===== src/scp_pkg.sv =====
/*
 * Constants and types shared by both ends of the serial configuration port
 * and its power-down and channel-averaging control.
 * Assumes one 100 MHz system clock on each end; the link clock is sampled.
 */
package scp_pkg;

   // ==========================================================
   // Frame layout
   localparam int FRAME_BITS    = 24;
   localparam int ADDR_BITS     = 12;
   localparam int DATA_BITS     = 8;
   localparam int RW_POS        = 23;
   localparam int ADDR_MSB      = 19;
   localparam int DATA_PHASE_AT = 16;
   localparam int CNT_W         = 5;

   // ==========================================================
   // Register addresses and fields
   localparam logic [11:0] ADDR_PDN       = 12'h008;
   localparam logic [11:0] ADDR_PDN_LANE  = 12'h009;
   localparam logic [11:0] ADDR_MASK      = 12'h00D;
   localparam logic [11:0] ADDR_AVG       = 12'h024;
   localparam int PDN_GLOBAL_POS  = 0;
   localparam int PDN_B_POS       = 1;
   localparam int PDN_A_POS       = 2;
   localparam int PDN_REFAMP_POS  = 4;
   localparam int PDN_CLKBUF_POS  = 5;
   localparam int MASK_BG_POS     = 1;
   localparam int MASK_REFAMP_POS = 2;
   localparam int MASK_CLKBUF_POS = 3;
   localparam int AVG_EN_POS      = 5;
   localparam int AVG_MUX_POS     = 3;
   localparam logic [7:0] RST_VAL = 8'h00;

   // ==========================================================
   // Timing
   localparam int SYS_CLK_MHZ     = 100;
   localparam int SCLK_MAX_MHZ    = 12;
   localparam int HOST_HALF_MIN   = (SYS_CLK_MHZ + 2 * SCLK_MAX_MHZ - 1) / (2 * SCLK_MAX_MHZ);
   // Read bits need six clocks back through both synchronisers; two spare
   localparam int LINK_LAG_CYC    = 8;
   localparam int HOST_HALF_CYC   = (HOST_HALF_MIN > LINK_LAG_CYC) ? HOST_HALF_MIN : LINK_LAG_CYC;
   localparam int SAMPLE_TIMEOUT  = 16;
   localparam int SAMP_W          = 5;
   localparam int CONV_W          = 16;

   typedef enum logic [1:0] {
      SCP_IDLE  = 2'b00,
      SCP_SHIFT = 2'b01,
      SCP_DONE  = 2'b10
   } scp_host_state_type;

   function automatic logic [7:0] scp_set(input logic [7:0] v, input int pos);
      scp_set = v | (8'h01 << pos);
   endfunction : scp_set

endpackage : scp_pkg


===== src/scp_if.sv =====
/*
 * Serial configuration link between host and converter.
 * Assumes the bench resolves the shared data line from the two enables.
 */
`timescale 1ns/100ps
`default_nettype none
interface scp_if;
   logic serial_enable_n;
   logic sclk;
   logic sdio_host_o;
   logic sdio_host_oe;
   logic sdio_dev_o;
   logic sdio_dev_oe;
   logic sdio;

   modport dev  (input serial_enable_n, sclk, sdio, output sdio_dev_o, sdio_dev_oe);
   modport host (output serial_enable_n, sclk, sdio_host_o, sdio_host_oe, input sdio);
endinterface : scp_if
`default_nettype wire


===== src/scp_dev.sv =====
/*
 * Converter end: serial register port, power-down control, channel averaging.
 * Assumes serial pins and the sampling clock come from outside clk_sys.
 */
`timescale 1ns/100ps
`default_nettype none
module scp_dev (
   // System
   input  wire logic             clk_sys,
   input  wire logic             rst,
   // Link
   scp_if.dev                    link,
   // Pins and converter side
   input  wire logic             global_sleep_pin,
   input  wire logic             sample_clk,
   input  wire logic [15:0]      conv_a,
   input  wire logic [15:0]      conv_b,
   // Power and data outputs
   output logic                  sleep_active,
   output logic                  chan_a_off,
   output logic                  chan_b_off,
   output logic                  refamp_off,
   output logic                  clkbuf_off,
   output logic                  bandgap_off,
   output logic [5:0]            lane_off,
   output logic [15:0]           lane_a_data,
   output logic [15:0]           ddc_in_data,
   output logic                  ddc_in_valid
);

   typedef struct packed {
      logic [1:0]  sen_s;
      logic [1:0]  sclk_s;
      logic [1:0]  sdi_s;
      logic [1:0]  pin_s;
      logic [1:0]  smp_s;
      logic        sclk_prev;
      logic        smp_prev;
      logic [4:0]  samp_cnt;
      logic        smp_alive;
      logic [4:0]  bit_cnt;
      logic [23:0] shift;
      logic [7:0]  rd_data;
      logic        rd_phase;
      logic        rd_drive;
      logic        sdo;
      logic [7:0]  pdn;
      logic [7:0]  pdn_lane;
      logic [7:0]  mask;
      logic [7:0]  avg;
      logic        sleep;
      logic [15:0] lane_a;
      logic [15:0] ddc;
      logic        ddc_v;
   } scp_dev_state_type;

   scp_dev_state_type s_q;
   scp_dev_state_type s_d;

   function automatic logic [7:0] reg_read(input scp_dev_state_type s, input logic [11:0] a);
      unique case (a)
         scp_pkg::ADDR_PDN:      reg_read = s.pdn;
         scp_pkg::ADDR_PDN_LANE: reg_read = s.pdn_lane;
         scp_pkg::ADDR_MASK:     reg_read = s.mask;
         scp_pkg::ADDR_AVG:      reg_read = s.avg;
         default:                reg_read = scp_pkg::RST_VAL;
      endcase
   endfunction : reg_read

   logic        rise;
   logic        fall;
   logic [23:0] nxt_shift;
   logic [16:0] avg_sum;
   logic        sleep_req;

   always_comb begin
      s_d = s_q;
      // Two-flop synchronisers; only the second stage is read
      s_d.sen_s  = {s_q.sen_s[0], link.serial_enable_n};
      s_d.sclk_s = {s_q.sclk_s[0], link.sclk};
      s_d.sdi_s  = {s_q.sdi_s[0], link.sdio};
      s_d.pin_s  = {s_q.pin_s[0], global_sleep_pin};
      s_d.smp_s  = {s_q.smp_s[0], sample_clk};
      s_d.sclk_prev = s_q.sclk_s[1];
      s_d.smp_prev  = s_q.smp_s[1];
      // Edge detection on sclk holds for any slow rate while each sclk phase lasts at least one clk_sys cycle
      rise = s_q.sclk_s[1] & ~s_q.sclk_prev;
      fall = ~s_q.sclk_s[1] & s_q.sclk_prev;
      nxt_shift = {s_q.shift[22:0], s_q.sdi_s[1]};

      if (s_q.sen_s[1]) begin
         s_d.bit_cnt  = '0;
         s_d.rd_phase = 1'b0;
         s_d.rd_drive = 1'b0;
      end else if (rise) begin
         s_d.shift = nxt_shift;
         if (s_q.bit_cnt == 5'(scp_pkg::FRAME_BITS - 1)) begin
            s_d.bit_cnt  = '0;
            s_d.rd_phase = 1'b0;
            s_d.rd_drive = 1'b0;
            if (!nxt_shift[scp_pkg::RW_POS]) begin
               unique case (nxt_shift[scp_pkg::ADDR_MSB -: scp_pkg::ADDR_BITS])
                  scp_pkg::ADDR_PDN:      s_d.pdn      = nxt_shift[7:0];
                  scp_pkg::ADDR_PDN_LANE: s_d.pdn_lane = nxt_shift[7:0];
                  scp_pkg::ADDR_MASK:     s_d.mask     = nxt_shift[7:0];
                  scp_pkg::ADDR_AVG:      s_d.avg      = nxt_shift[7:0];
                  default:                ;
               endcase
            end
         end else begin
            s_d.bit_cnt = s_q.bit_cnt + 5'd1;
            if (s_q.bit_cnt == 5'(scp_pkg::DATA_PHASE_AT - 1) && nxt_shift[15]) begin
               s_d.rd_phase = 1'b1;
               s_d.rd_data  = reg_read(s_q, nxt_shift[11:0]);
            end
         end
      end else if (fall && s_q.rd_phase) begin
         // Drive starts at the first fall so the host has released the line
         s_d.rd_drive = 1'b1;
         s_d.sdo     = s_q.rd_data[7];
         s_d.rd_data = {s_q.rd_data[6:0], 1'b0};
      end

      // Sampling clock seen toggling recently
      if (s_q.smp_s[1] != s_q.smp_prev) begin
         s_d.samp_cnt  = '0;
         s_d.smp_alive = 1'b1;
      end else if (s_q.samp_cnt == 5'(scp_pkg::SAMPLE_TIMEOUT)) begin
         s_d.smp_alive = 1'b0;
      end else begin
         s_d.samp_cnt = s_q.samp_cnt + 5'd1;
      end

      sleep_req = s_q.pin_s[1] | s_q.pdn[scp_pkg::PDN_GLOBAL_POS];
      if (s_q.smp_alive) begin
         s_d.sleep = sleep_req;
      end

      // Averaging: arithmetic mean of signed samples
      avg_sum = {conv_a[15], conv_a} + {conv_b[15], conv_b};
      s_d.ddc_v = 1'b0;
      if (s_q.avg[scp_pkg::AVG_EN_POS]) begin
         if (s_q.avg[scp_pkg::AVG_MUX_POS]) begin
            s_d.ddc   = avg_sum[16:1];
            s_d.ddc_v = 1'b1;
            s_d.lane_a = conv_a;
         end else begin
            s_d.lane_a = avg_sum[16:1];
         end
      end else begin
         s_d.lane_a = conv_a;
      end
   end

   always_ff @(posedge clk_sys or posedge rst) begin
      if (rst) begin
         s_q          <= '0;
         s_q.sen_s    <= 2'b11;
         s_q.pin_s    <= 2'b00;
      end else begin
         s_q <= s_d;
      end
   end

   // ==========================================================
   // Outputs
   assign link.sdio_dev_o  = s_q.sdo;
   assign link.sdio_dev_oe = s_q.rd_drive & ~s_q.sen_s[1];
   assign sleep_active = s_q.sleep;
   assign chan_a_off   = s_q.sleep | s_q.pdn[scp_pkg::PDN_A_POS];
   assign chan_b_off   = s_q.sleep | s_q.pdn[scp_pkg::PDN_B_POS];
   // Masked blocks follow sleep; otherwise reference amp and clock buffer follow only their own bit, and the bandgap, having none, stays on
   assign refamp_off  = s_q.pdn[scp_pkg::PDN_REFAMP_POS]
                      | (s_q.sleep & s_q.mask[scp_pkg::MASK_REFAMP_POS]);
   assign clkbuf_off  = s_q.pdn[scp_pkg::PDN_CLKBUF_POS]
                      | (s_q.sleep & s_q.mask[scp_pkg::MASK_CLKBUF_POS]);
   assign bandgap_off = s_q.sleep & s_q.mask[scp_pkg::MASK_BG_POS];
   assign lane_off     = s_q.pdn_lane[5:0];
   assign lane_a_data  = s_q.lane_a;
   assign ddc_in_data  = s_q.ddc;
   assign ddc_in_valid = s_q.ddc_v;

endmodule : scp_dev
`default_nettype wire


===== src/flat_wrapper.sv =====
// flat-port wrapper written by rule: the top's interface ports become plain ports
module scp_dev_flat 
  (clk_sys, rst, global_sleep_pin, sample_clk, conv_a, conv_b, sleep_active, chan_a_off, chan_b_off, refamp_off, clkbuf_off, bandgap_off, lane_off, lane_a_data, ddc_in_data, ddc_in_valid, link_serial_enable_n, link_sclk, link_sdio, link_sdio_dev_o, link_sdio_dev_oe);
  scp_if link_i ();
  input  wire logic clk_sys;
  input  wire logic rst;
  input  wire logic global_sleep_pin;
  input  wire logic sample_clk;
  input  wire logic [15:0] conv_a;
  input  wire logic [15:0] conv_b;
  output logic sleep_active;
  output logic chan_a_off;
  output logic chan_b_off;
  output logic refamp_off;
  output logic clkbuf_off;
  output logic bandgap_off;
  output logic [5:0] lane_off;
  output logic [15:0] lane_a_data;
  output logic [15:0] ddc_in_data;
  output logic ddc_in_valid;
  input wire logic [$bits(link_i.serial_enable_n)-1:0] link_serial_enable_n;
  input wire logic [$bits(link_i.sclk)-1:0] link_sclk;
  input wire logic [$bits(link_i.sdio)-1:0] link_sdio;
  output wire logic [$bits(link_i.sdio_dev_o)-1:0] link_sdio_dev_o;
  output wire logic [$bits(link_i.sdio_dev_oe)-1:0] link_sdio_dev_oe;
  assign link_i.serial_enable_n = link_serial_enable_n;
  assign link_i.sclk = link_sclk;
  assign link_i.sdio = link_sdio;
  assign link_sdio_dev_o = link_i.sdio_dev_o;
  assign link_sdio_dev_oe = link_i.sdio_dev_oe;
  scp_dev u_core (.clk_sys(clk_sys), .rst(rst), .link(link_i), .global_sleep_pin(global_sleep_pin), .sample_clk(sample_clk), .conv_a(conv_a), .conv_b(conv_b), .sleep_active(sleep_active), .chan_a_off(chan_a_off), .chan_b_off(chan_b_off), .refamp_off(refamp_off), .clkbuf_off(clkbuf_off), .bandgap_off(bandgap_off), .lane_off(lane_off), .lane_a_data(lane_a_data), .ddc_in_data(ddc_in_data), .ddc_in_valid(ddc_in_valid));
endmodule

===== config.mk =====
export PLATFORM = sky130hd
export DESIGN_NAME = scp_dev_flat
export DESIGN_NICKNAME = d
export VERILOG_FILES = /design/src/scp_pkg.sv /design/src/scp_if.sv /design/src/scp_dev.sv /design/src/flat_wrapper.sv
export SDC_FILE = /design/constraint.sdc
export NUM_CORES = 1
export LEC_CHECK = 0
export ABC_AREA = 1
export BUFFER_PORTS_ARGS = -buffer_cell sky130_fd_sc_hd__clkbuf_2
export CAP_MARGIN = 20
export CORE_UTILIZATION = 50
export CTS_BUF_LIST = sky130_fd_sc_hd__clkbuf_16
export DETAILED_ROUTE_END_ITERATION = 8
export PLACE_DENSITY_LB_ADDON = 0.3
export RECOVER_POWER = 100
export SYNTH_ARGS = -nofsm -noshare
export SYNTH_HDL_FRONTEND = slang
export SYNTH_SLANG_ARGS = --single-unit

===== constraint.sdc =====
create_clock -name clk_sys -period 4.1 [get_ports clk_sys]
set_input_delay 0.41 -clock clk_sys [delete_from_list [all_inputs] [get_ports clk_sys]]
set_output_delay 0.41 -clock clk_sys [all_outputs]
set_load 0.01 [all_outputs]

==> run_results.csv <==
group,metric,value,unit
clocking,post_cts_resized,0,
routing,drt_wl_total,14.0,mm
grt,track_usage,21.8,%
worst_setup_path,r2r_end,"u_core.s_q[43]$_DFFE_PP0P_",
final_layout,multi_input_area,2630,µm²
timing,worst_slew_pin_slew,1.73,ns
timing,period_minus_slack,2.77,ns
logic_synthesis,synth_compound_area_share,8.05,%
routing,first_pass_iters,5,
grt,use_met3,5.81,%
routing,wl_per_cell,12.7,µm
logic_synthesis,synth_nets,924,
worst_setup_path,timing.rr.start,"u_core.s_q[113]$_DFF_PP0_",
hold_path,holdPathEnd,"u_core.s_d[123]$_DFF_PP1_",
logic_synthesis,synth-simple-area-share,25.8,%
timing,slew_viol_final,42,
worst_setup_path,r2r_cells,6,
logic_synthesis,synthMuxAreaShare,0.337,%
clocking,cts_buffers,17,
worst_setup_path,crit_type,"reg2reg",
pwr,p_sw,941,µW
worst_setup_path,cp.arrival,3.07,ns
logic_synthesis,avgSynthCellArea,7.73,µm²
logic_synthesis,ys_warn_count,0,
pwr,p_clk_share,46.1,%
timing,fmax,361,MHz
final_layout,register_area,3080,µm²
timing,hold_violations,0,
hold_path,hold_path.class,"in2reg",
worst_setup_path,critPathBufInv,1,
timing,rsz0062_at_grt,"false",
logic_synthesis,synth_top_family_by_area,"simple AND/OR/NAND/NOR gates",
routing,vias,5398,
grt,grt_max_degree,49,
final_layout,area_growth,12.3,%
grt,grt_pass1_vias,4960,
die,core,12800,µm²
pwr,swShare,27.2,%
grt,grt_pass1_wl,24.1,mm
die,die_w,118,µm
logic_synthesis,synth_cell_types,34,
worst_setup_path,cp_data_required_time,4.40,ns
routing,initialDrtViolationCount,405,
clocking,cts.path.max_buffers,2,
timing,worst_slack,1.33,ns
routing,route.detailed.drc,0,
final_layout,antennaDiodeCount,0,
logic_synthesis,synth.cell_area,6680,µm²
grt,grt_busiest_layer,"met2",
timing,fin_crit_sh,67.6,%
hold_path,min_from,"link_serial_enable_n",
worst_setup_path,start_kind,"flip-flop",
die,rows,41,
logic_synthesis,netlist_instances,865,
worst_setup_path,cp_max_fo,48,
logic_synthesis,ys_ff_latch,123,
clocking,cts_sinks,123,
worst_setup_path,end_kind,"flip-flop",
flow_run,maxCapViolations,1,
die,die-area,13800,µm²
grt,met2_usage,33.4,%
worst_setup_path,slowest_stage,"nor3_1",
final_layout,nNetsFinal,976,
worst_setup_path,reg2reg_setup_slack,1.33,ns
run_status,status,"finished, violations left",
placement,place.gp.congestion,0.925,
timing,max-slew-margin-rel,-16.1,%
placement,place_ws,2.08,ns
pwr,pwr-share-seq,40.2,%
timing,finalSetupViolCount,0,
pwr,powerDensity,461,nW/µm²
timing,skew,0.0110,ns
routing,post_drt_via_cell_ratio,4.90,
clocking,postCtsHoldBufs,0,
clocking,htree_num_levels,4,
clocking,clk_latency,0.42,ns
final_layout,drive_above_1_share,9.58,%
die,dieHeight,118,µm
die,ios,86,
worst_setup_path,crit_family,"simple AND/OR/NAND/NOR gates",
grt,antenna_found_initial,0,
die,initial_core_util,52.1,%
grt,grtUsageMet1,30.1,%
grt,overflow,0,
routing,antenna_left,0,
pwr,max-vdd-ir-drop,0.268,mV
logic_synthesis,synthXorXnorAreaFrac,1.70,%
final_layout,final.fill_count,1212,
clocking,tritoncts,"built",
pwr,p_int,2520,µW
hold_path,min_path_cells,1,
placement,port_buffers,85,
pwr,pwr-share-comb,13.7,%
placement,dp_hpwl,10.1,mm
timing,finalSetupTns,0,ns
clocking,path_clk_slew,0.05,ns
logic_synthesis,yosysSeqAreaShare,46.1,%
worst_setup_path,crit_chain,"nor2_1 > nand2_4 > nor3_1 > nand4_4 > o21ai_0 > inv_1",
clocking,cts_root_buf,"clkbuf_16",
logic_synthesis,yosys.area_share.adder,3.86,%
run_status,failed_checks,"capacitance limit, slew limit",
clocking,cts_setup_buffers,0,
worst_setup_path,critPathMaxStageDelay,0.79,ns
pwr,p_leak,0.00410,µW
[how the worst max path moves through the flow]
| stage | start | to | slack [ns] | depth (start not counted) |
|---|---|---|---|---|
| after floorplan | rst | u_core.ddc_in_data[0]$_DFFE_PP0P_ | 0.42 | 1 |
| after global placement | u_core.s_q[101]$_DFFE_PP0P_ | u_core.s_q[74]$_DFFE_PP0P_ | 2.12 | 11 |
| after detailed placement | u_core.s_q[113]$_DFF_PP0_ | u_core.s_q[48]$_DFFE_PP0P_ | 2.08 | 6 |
| after CTS | u_core.s_q[113]$_DFF_PP0_ | u_core.s_q[48]$_DFFE_PP0P_ | 2.07 | 6 |
| after global routing | u_core.s_d[113]$_DFF_PP0_ | u_core.s_q[43]$_DFFE_PP0P_ | 1.06 | 7 |
| final | u_core.s_q[113]$_DFF_PP0_ | u_core.s_q[43]$_DFFE_PP0P_ | 1.33 | 6 |
[power groups by stage]
stage          clock (µW)  combinational (µW)  sequential [µW]
6_report             1590                 475             1390
3_3_place_gp            0                 467             1410
2_1_floorplan           0                 389             1370
5_1_grt              1680                 551             1400
3_5_place_dp            0                 477             1410
4_1_cts              1620                 481             1390
[flip-flops by register name (all words and copies together), names as in the netlist]
signal / flops
u_core.ddc_in_data: 16
u_core.link.sdio_dev_o: 1
u_core.sleep_active: 1
u_core.ddc_in_valid: 1
u_core.s_q: 51
u_core.s_d: 7
u_core.nxt_shift: 24
u_core.lane_a_data: 16
u_core.lane_off: 6
[worst reg2reg max path: cells and delay by family (launching register included)]
kind                   cells  cell delay (ns)
AO/OA/AOI/OAI              1             0.28
buffers and inverters      1             0.06
flip-flops                 1             0.39
AND/OR/NAND/NOR            4             1.93
[synthesized netlist by cell type]
cell type	instances	area (µm²)
a21oi_1	34	170
and3_1	2	12.5
buf_2	2	10.0
buf_4	39	293
buf_6	3	33.8
clkbuf_1	10	37.5
clkbuf_2	1	5.00
clkinv_1	1	3.75
dfrtp_1	121	3030
dfstp_2	2	52.6
fa_1	1	20.0
ha_1	19	238
inv_1	149	559
inv_2	1	3.75
mux2_2	2	22.5
nand2_1	249	935
nand2_4	1	11.3
nand3_1	64	320
nand4_1	3	18.8
nand4_2	1	12.5
nand4_4	3	63.8
nor2_1	47	176
nor2_2	4	25.0
nor2_4	3	33.8
nor3_1	5	25.0
nor3_4	1	16.3
nor4_1	4	25.0
o21ai_0	52	260
o21ai_1	16	80.1
o21bai_1	2	15.0
o22ai_1	2	12.5
or2_2	8	50.1
xnor2_1	9	78.8
xor2_1	4	35.0
[cell usage in the layout (no fill, tap or decap), types with 8 or more instances in the layout]
master / instances
nand2_1: 249
inv_1: 149
dfrtp_1: 121
o21ai_0: 66
nand3_1: 64
clkbuf_1: 50
nor2_1: 49
clkbuf_2: 37
a21oi_1: 34
ha_1: 19
clkbuf_16: 17
xnor2_1: 9
or2_2: 8
[kinds of logic (layout without fill, tap and decap cells)]
family,after synthesis,in the layout
DFF,123,123
and+or+nand+nor,395,395
buffers and inverters,206,270
AOI/OAI and AO/OA,106,106
adders and majority gates,20,20
xor gates and xnor gates,13,13
muxes,2,2
[layout make-up]
class / instances / share of cell area [%]
clock buffers: 17 / 5.67
clock inverters: 14 / 2.72
inverters: 151 / 7.57
multi-input cells: 536 / 35.1
flip-flops and latches: 123 / 41.1
well taps: 172 / 2.87
repair buffers: 88 / 5.07
[metal layers]
metal	wire length, µm	vias to the layer above
met5	0	-
met4	180	0
met3	774	19
met2	6280	143
met1	6720	2480
li1	-	2756
[per-stage QoR]
| step | utilization [%] | instances | power (µW) | area (µm²) | hold slack, ns |
|---|---|---|---|---|---|
| floorplan | - | 865 | 1760 | 6680 | 0.331 |
| global placement | 54.4 | 1070 | 1880 | 6970 | 0.334 |
| detailed placement | 54.4 | 1070 | 1890 | 6970 | 0.336 |
| CTS | 59.3 | 1101 | 3490 | 7600 | 0.0269 |
| global route | 58.5 | 1101 | 3630 | 7500 | 0.0682 |
| finish | 58.5 | 1101 | 3460 | 7500 | 0.0807 |
Note: power is estimated with default switching activity, not from simulation.
